`src/hdl/ilo_pkg.sv`:
```
package ilo_pkg;
  // Widths of the instruction word, data address, program counter and bank number.
  localparam int unsigned INSTR_W = 16;
  localparam int unsigned ADDR_W  = 12;
  localparam int unsigned PC_W    = 21;
  localparam int unsigned BANK_W  = 4;

  // Upper byte of the subtract_literal_from_pointer opcode and its pointer select codes.
  localparam logic [7:0] SUB_PTR_OPC  = 8'he9;
  localparam logic [1:0] SEL_FRAME    = 2'h2;
  localparam logic [1:0] SEL_RETURN   = 2'h3;

  // Field positions inside the instruction word.
  localparam int unsigned SEL_LSB     = 6;
  localparam int unsigned DEST_BIT    = 9;
  localparam int unsigned ACCESS_BIT  = 8;

  // Largest file address taken as an offset, and the bank of the upper access window.
  localparam logic [7:0] OFS_MAX      = 8'h5f;
  localparam logic [3:0] ACC_LO_BANK  = 4'h0;
  localparam logic [3:0] ACC_HI_BANK  = 4'hf;

  // Reset values.
  localparam logic [ADDR_W-1:0] FRAME_RST = 12'h000;
  localparam logic [PC_W-1:0]   PC_RST    = 21'h000000;

  typedef enum logic [0:0] {
    ILO_RUN     = 1'b0,
    ILO_RET_NOP = 1'b1
  } ilo_phase_t;

  // Instruction word offered by the fetch stage.
  typedef struct packed {
    logic [INSTR_W-1:0] word;
    logic               valid;
  } ilo_instr_t;

  // Resolved data memory operand for byte- and bit-oriented instructions.
  typedef struct packed {
    logic [ADDR_W-1:0] addr;
    logic              addr_valid;
    logic              dest_f;
    logic              indexed;
  } ilo_mem_t;

  typedef struct packed {
    ilo_phase_t        phase;
    logic [ADDR_W-1:0] frame_ptr;
    logic              pc_load;
    logic [PC_W-1:0]   pc;
    ilo_mem_t          mem;
    logic              flags_hold;
  } ilo_state_t;
endpackage
```
`src/hdl/ilo_addr_resolve.sv`:
```
`timescale 1ns/1ps
module ilo_addr_resolve
  import ilo_pkg::*;
(
  input  wire logic                 ext_enable,
  input  wire logic                 access_sel,
  input  wire logic [7:0]           file_addr,
  input  wire logic [BANK_W-1:0]    bank_select_pointer,
  input  wire logic [ADDR_W-1:0]    frame_ptr,
  output logic      [ADDR_W-1:0]    addr,
  output logic                      indexed
);
  // Picks banked, access or frame-relative addressing for one embedded file address.
  always_comb begin
    indexed = 1'b0;
    if (access_sel) begin
      addr = {bank_select_pointer, file_addr};
    end else if (file_addr <= OFS_MAX) begin
      if (ext_enable) begin
        // The sum wraps inside the data space, as a pointer increment would.
        addr    = frame_ptr + {ACC_LO_BANK, file_addr};
        indexed = 1'b1;
      end else begin
        addr = {ACC_LO_BANK, file_addr};
      end
    end else begin
      addr = {ACC_HI_BANK, file_addr};
    end
  end
endmodule // ilo_addr_resolve

```
`src/hdl/ilo_decode.sv`:
```
`timescale 1ns/1ps
module ilo_decode
  import ilo_pkg::*;
(
  input  wire logic                  sys_clk,
  input  wire logic                  rst_n,
  input  wire ilo_pkg::ilo_instr_t   instr,
  output logic                       instr_ready,
  input  wire logic                  ext_enable,
  input  wire logic [BANK_W-1:0]     bank_select_pointer,
  input  wire logic [PC_W-1:0]       top_of_return_stack,
  input  wire logic                  frame_wr_en,
  input  wire logic [ADDR_W-1:0]     frame_wr_data,
  output logic      [ADDR_W-1:0]     stack_frame_pointer,
  output logic                       pc_load,
  output logic      [PC_W-1:0]       pc_value,
  output ilo_pkg::ilo_mem_t          mem,
  output logic                       flags_hold,
  output logic                       nop_cycle
);
  import ilo_pkg::*;

  ilo_state_t        st_r;
  ilo_state_t        st_nxt;
  logic              take;
  logic              is_sub_ptr;
  logic              is_ret;
  logic              is_frame_sub;
  logic              is_mem_op;
  logic [5:0]        lit_k;
  logic [7:0]        file_addr;
  logic [ADDR_W-1:0] res_addr;
  logic              res_indexed;

  // A word is accepted only outside the dead second cycle of a return.
  assign take        = instr.valid && (st_r.phase == ILO_RUN);
  assign instr_ready = (st_r.phase == ILO_RUN);
  assign lit_k       = instr.word[5:0];
  assign file_addr   = instr.word[7:0];

  // Opcode classes decoded straight from the fetched word.
  assign is_sub_ptr   = (instr.word[15:8] == SUB_PTR_OPC);
  assign is_ret       = is_sub_ptr && (instr.word[7:SEL_LSB] == SEL_RETURN);
  assign is_frame_sub = is_sub_ptr && (instr.word[7:SEL_LSB] == SEL_FRAME);

  // Byte- and bit-oriented groups, all of which carry the access bit in bit 8.
  always_comb begin
    is_mem_op = 1'b0;
    if ((instr.word[15:12] >= 4'h1) && (instr.word[15:12] <= 4'hb)) begin
      is_mem_op = 1'b1;
    end else if (instr.word[15:10] == 6'h01) begin
      is_mem_op = 1'b1;
    end else if (instr.word[15:9] == 7'h01) begin
      is_mem_op = 1'b1;
    end
  end

  // The extension flag itself switches indexed resolution on.
  ilo_addr_resolve u_resolve (
    .ext_enable          (ext_enable),
    .access_sel          (instr.word[ACCESS_BIT]),
    .file_addr           (file_addr),
    .bank_select_pointer (bank_select_pointer),
    .frame_ptr           (st_r.frame_ptr),
    .addr                (res_addr),
    .indexed             (res_indexed)
  );

  // Next-state logic; the decoder's own pointer update wins over a core write in the same cycle.
  always_comb begin
    st_nxt            = st_r;
    st_nxt.pc_load    = 1'b0;
    st_nxt.flags_hold = 1'b0;
    st_nxt.mem        = '0;
    if (frame_wr_en) begin
      st_nxt.frame_ptr = frame_wr_data;
    end
    unique case (st_r.phase)
      ILO_RUN: begin
        if (take && is_ret) begin
          st_nxt.frame_ptr  = st_r.frame_ptr - {6'h00, lit_k};
          st_nxt.pc         = top_of_return_stack;
          st_nxt.pc_load    = 1'b1;
          st_nxt.flags_hold = 1'b1;
          st_nxt.phase      = ILO_RET_NOP;
        end else if (take && is_frame_sub) begin
          st_nxt.frame_ptr  = st_r.frame_ptr - {6'h00, lit_k};
          st_nxt.flags_hold = 1'b1;
        end else if (take && is_mem_op) begin
          st_nxt.mem.addr       = res_addr;
          st_nxt.mem.addr_valid = 1'b1;
          st_nxt.mem.indexed    = res_indexed;
          // Bit-oriented words reuse bit 9 as a bit number, so only byte ops report it.
          st_nxt.mem.dest_f     = (instr.word[15:12] < 4'h7) && instr.word[DEST_BIT];
        end
      end
      ILO_RET_NOP: begin
        // The dead cycle: flags stay held, then normal issue resumes.
        st_nxt.flags_hold = 1'b1;
        st_nxt.phase      = ILO_RUN;
      end
    endcase
  end

  // All state is registered together so outputs come straight from flip-flops.
  always_ff @(posedge sys_clk or negedge rst_n) begin
    if (!rst_n) begin
      st_r           <= '0;
      st_r.phase     <= ILO_RUN;
      st_r.frame_ptr <= FRAME_RST;
      st_r.pc        <= PC_RST;
    end else begin
      st_r <= st_nxt;
    end
  end

  assign stack_frame_pointer = st_r.frame_ptr;
  assign pc_load             = st_r.pc_load;
  assign pc_value            = st_r.pc;
  assign mem                 = st_r.mem;
  assign flags_hold          = st_r.flags_hold;
  assign nop_cycle           = (st_r.phase == ILO_RET_NOP);

  // Helper terms that only the checks below read.
  logic ret_take;
  logic mem_take;
  logic acc0;
  assign ret_take = take && is_ret && !frame_wr_en;
  assign mem_take = take && is_mem_op;
  assign acc0     = !instr.word[ACCESS_BIT];
endmodule // ilo_decode

```
`config.mk`:
```
export PLATFORM = sky130hd
export DESIGN_NAME = ilo_decode
export DESIGN_NICKNAME = d
export VERILOG_FILES = /design/src/hdl/ilo_pkg.sv /design/src/hdl/ilo_addr_resolve.sv /design/src/hdl/ilo_decode.sv
export SDC_FILE = /design/constraint.sdc
export NUM_CORES = 1
export LEC_CHECK = 0
export BUFFER_PORTS_ARGS = -buffer_cell sky130_fd_sc_hd__buf_4
export CORE_MARGIN = 3
export CORE_UTILIZATION = 49
export DETAILED_ROUTE_END_ITERATION = 8
export PLACE_DENSITY = 0.8
export REMOVE_ABC_BUFFERS = 1
export SETUP_SLACK_MARGIN = 0.5
export SYNTH_ARGS = -nofsm -noshare
export SYNTH_HDL_FRONTEND = slang
export SYNTH_HIERARCHICAL = 1
export SYNTH_SLANG_ARGS = --single-unit
```
`constraint.sdc`:
```
create_clock -name sys_clk -period 2.3 [get_ports sys_clk]
set_input_delay 0.115 -clock sys_clk [delete_from_list [all_inputs] [get_ports sys_clk]]
set_output_delay 0.115 -clock sys_clk [all_outputs]
set_load 0.1 [all_outputs]
```
Word-level counts from Yosys, hierarchy flattened
Index checks and enable logic that the tools add are counted.
{"block": "totals", "register_bits": 51, "in_bits": 58, "out_inout_bits": 52, "word_cells": 52}
{"block": "classes", "n_addsub": 2, "magnitude_cmp": 4, "n_eq_ne": 5, "n_mux": 22, "n_bitwise": 1, "reduce_logical": 9}
{"cell": "2-to-1 mux 12 bit", "n": 6}
{"cell": "2-to-1 mux 49 bit", "n": 1}
{"cell": "2-to-1 mux 15 bit", "n": 3}
{"cell": "2-to-1 mux 22 bit", "n": 1}
{"cell": "adder 12 x 8 -> 12 bit", "n": 1}
{"cell": "subtractor 12 x 6 -> 12 bit", "n": 1}
{"cell": "2-to-1 mux 1 bit", "n": 9}
{"cell": "== test 8 bit, second input constant", "n": 1}
{"cell": "less-or-equal comparator 8 x 7 -> 1 bit, second input constant", "n": 1}
{"cell": "logical AND 1 bit", "n": 8}
{"cell": "== test 7 x 1 -> 1 bit, second input constant", "n": 1}
{"cell": "== test 6 x 1 -> 1 bit, second input constant", "n": 1}
{"cell": "== test 2 bit, second input constant", "n": 2}
{"cell": "greater-or-equal comparator 4 x 1 -> 1 bit, second input constant", "n": 1}
{"cell": "less-or-equal comparator 4 bit, second input constant", "n": 1}
{"cell": "less-than comparator 4 x 3 -> 1 bit, second input constant", "n": 1}
{"cell": "case mux 1 bit (2 select lines)", "n": 2}
{"cell": "AND reduction 2 bit", "n": 1}
{"cell": "inverter 1 bit", "n": 1}

Logic depth before layout (Yosys ltp)
{"block": "depth", "depth_word": 9, "depth_mapped": 9, "ltp_nobuf": 9}

Cells and area by module
The synthesis kept the hierarchy.
{"module": "ilo_decode", "instances": 1, "cells_each": 187, "area_each_um2": 2250.9, "seq_area_each_um2": 1251.2}
{"module": "ilo_addr_resolve", "instances": 1, "cells_each": 99, "area_each_um2": 658.1, "seq_area_each_um2": 0.0}

Worst setup path after synthesis
No wires, ideal clock.
{"block": "synth_path", "path_kind": "reg2reg", "from": "register, netlist name stack_frame_pointer[0]", "to": "register st_r, in the netlist mem[13]", "setup_ns": 0.119, "arrival_time_ns": 2.633, "required_time_ns": 2.181, "setup_slack_ns": -0.452, "stages_incl_launch_ff": 9, "path_buffers": 0, "synth_period_minus_slack_ns": 2.752, "cell_sequence": "dfrtp_1 ha_1 inv_1 fa_1 nand2b_1 a211o_1 and2_1 a211o_1 and2_1"}
{"item": "end signal: assignment", "line": "ilo_decode.sv:113", "rtl": "st_r <= st_nxt;"}
{"item": "end: declaration", "line": "ilo_decode.sv:23", "rtl": "ilo_state_t st_r;"}

==> qor.yml <==
status: "completed"
synthToLayoutAreaGrowth_pct: 51.2
pre_cts_ws_ps: 71.6
p_int_mw: 1.56
grt_pass1_vias: 2726
synth-edff-count: 0
min_path_cells: 2
dieArea_mm2: 0.00690
switching_share_pct: 37.8
p_per_area_mw_per_mm2: 570
grt_pass1_wl_um: 12900
grt_usage_pct: 22.3
routed_wl_um: 8120
antennaDiodeCount: 0
rsz0062_at_grt: "true"
clkSinkCount: 50
skew_ps: 3.73
ys_ff_latch: 50
fmax_mhz: 489
ys_warn_count: 6
slew_violations: 0
vias_per_cell: 5.55
synth_area_mm2: 0.00291
end_kind: "flip-flop"
p_switching_uw: 948
gp_congestion: 0.830
synth_most_common_cell: "dfrtp_1"
finalSetupViolations: 0
clock_latency_ps: 290
total_power_mw: 2.51
clk_pin_slew_ps: 90
setup_ws_ps: 256
rows: 27
p_seq_share_pct: 38.4
fin_nets: 492
wl_per_cell_um: 16.5
drc: 0
holdPathEnd: "pc_value[0]"
path_class: "flip-flop to flip-flop"
die_w_um: 83.1
initial_core_util_pct: 51.6
start_kind: "flip-flop"
vdd_drop_max_uv: 363
dpl.hpwl_um: 5490
async_reset_ff_share_pct: 100
portBuffers: 109
worst_pin_slew_ps: 609
htreeDepth: 2
final_antenna_net_count: 0
cts_tree: "built"
dr.first_iter.drc_count: 81
r2r-start: "stack_frame_pointer[0]"
avgSynthCellArea_um2: 10.2
grt_max_degree: 51
cts_made_buffers: 5
hp-class: "input pin to flip-flop"
cts-root-buf: "clkbuf_8"
antenna_found_initial: 0
firstDrtPassIters: 5
grt-ovfl-total: 0
hold_start: "top_of_return_stack[0]"
p_leak_nw: 2.21
cp.required_ps: 2490
power_frac_clock_pct: 24.5
slew_headroom_pct: 59.4
rrSetupSlack_ps: 260
synth-seq-area-share_pct: 43.0
maxCapViolations: 0
vias: 2725
rr_worst_depth: 8
post-route-period-util_pct: 88.9
ioPinCount: 110
nFillCells: 377
cts_buffer_depth: 2
fin_crit_ps: 2040
rr_endpoint: "mem[13]"
pwr-share-comb_pct: 37.1
seq_area_mm2: 0.00125
core_mm2: 0.00564
synthCells: 286
critPathMaxFanout: 3
synth_top_area_share_pct: 43.0
synth_top_cell_by_area: "dfrtp_1"
multiInputGateArea_mm2: 0.00175
worstPathArrival_ps: 2240
drive_above_1_share_pct: 47.7
ys_top_cells_by_area: "dfrtp_1 (43%), mux2_2 (8.1%), ha_1 (6.0%), and2_1 (3.2%), nand2_1 (3.1%)"
synth_ff_type: "dfrtp_1"
synthDistinctLibCells: 50
finalHoldViolations: 0
die_y_um: 83.1
yosys-top-cells-count: "dfrtp_1 (50), nand2_1 (24), mux2_2 (21), inv_1 (18), and2_1 (15)"
-- critical path, stage by stage (launching register included) --
cell,delay (ps)
dfrtp_1,430
ha_4,160
inv_2,40
fa_2,330
nand2b_4,150
a211o_1,300
and2_4,160
a211o_1,250
and2_1,130
-- cells in the final DEF, fill, tap and decap left out, types with 4 or more instances in the layout --
cell type  netlist  layout
clkbuf_8         0       5
and2_1          15      14
mux2_2          21      21
nand2_1         24      19
nor3_1           6       4
buf_6            0       7
nor2_1          14      14
inv_1           18      17
o211ai_1         8       8
mux2i_1          5       5
xor2_1           4       4
a21oi_1         10       6
o21ai_0         13       9
and4_1           4       4
nand2b_1         7       4
dfrtp_1         50      49
buf_4            1     120
ha_1            14       9
nand3_1         10      10
-- repair_timing --
action,CTS,global route
buffers inserted,11,4
hold endpoints to repair,50,0
cloned,2,1
resized for setup,43,23
hold buffers,1,0
pin swaps,17,11
endpoints found under the setup margin,41,42
-- area by class of cell --
class / instances / share of cell area [%]
multi-input cells: 209 / 39.9
flip-flops and latches: 50 / 28.5
repair buffers: 134 / 25.6
well taps: 72 / 2.05
clock buffers: 6 / 1.65
inverters: 18 / 1.54
clock inverters: 2 / 0.853
-- logic make-up (layout without fill, tap and decap cells) --
| kind of cell | after synthesis | in the layout | share of synthesized area [%] |
|---|---|---|---|
| AOI/OAI and AO/OA | 61 | 61 | 14.7 |
| xor gates and xnor gates | 6 | 6 | 1.81 |
| adders and majority gates | 16 | 16 | 7.40 |
| buffers and inverters | 27 | 160 | 3.83 |
| DFF | 50 | 50 | 43.0 |
| muxes | 26 | 26 | 9.85 |
| and+or+nand+nor | 100 | 100 | 19.4 |
-- power groups by stage --
stage	clock network [mW]	logic, mW	registers [mW]
after floorplan	0	0.266	1.28
after CTS	0.621	0.872	0.960
after global routing	0.659	0.988	0.971
after detailed placement	0	0.823	0.977
final	0.613	0.931	0.964
after global placement	0	0.814	0.975
-- flip-flops by register name, indices dropped and copies added (netlist names) --
register and flops:
flags_hold 1, mem 15, pc_load 1, stack_frame_pointer 12, pc_value 21
-- per-layer routing --
| metal | up-vias | GRT usage [%] | share of wire, % | routed length (um) |
|---|---|---|---|---|
| met1 | 1319 | 26.9 | 41 | 3330 |
| li1 | 1298 | - | - | - |
| met5 | - | 0 | 0 | 0 |
| met2 | 97 | 41.4 | 53 | 4270 |
| met4 | 0 | 3.27 | 1.1 | 93 |
| met3 | 11 | 4.86 | 5.3 | 427 |
-- through the flow --
| stage | hold slack (ps) | setup TNS (ps) | cell area [um2] | cells | util (%) |
|---|---|---|---|---|---|
| final | 50.9 | 0 | 4400 | 491 | 78.0 |
| after global routing | 36.5 | 0 | 4400 | 491 | 78.0 |
| after CTS | 39.4 | 0 | 4240 | 486 | 75.2 |
| after detailed placement | 167 | 0 | 3820 | 464 | 67.7 |
| after global placement | 168 | 0 | 3820 | 464 | 67.7 |
| after floorplan | -181 | -51200 | 2870 | 277 | - |
-- worst max-delay path by stage --
stage | endpoint | cells past startpoint | slack, ps | start
2_1_floorplan | pc_value[0] | 4 | -1300 | pc_load
3_3_place_gp | stack_frame_pointer[10] | 8 | 180 | stack_frame_pointer[0]
3_5_place_dp | stack_frame_pointer[10] | 8 | 70 | stack_frame_pointer[0]
4_1_cts | mem[13] | 8 | 240 | stack_frame_pointer[0]
5_1_grt | mem[13] | 8 | 190 | stack_frame_pointer[0]
6_report | mem[13] | 8 | 260 | stack_frame_pointer[0]
Power figures use the tool's default switching activity.
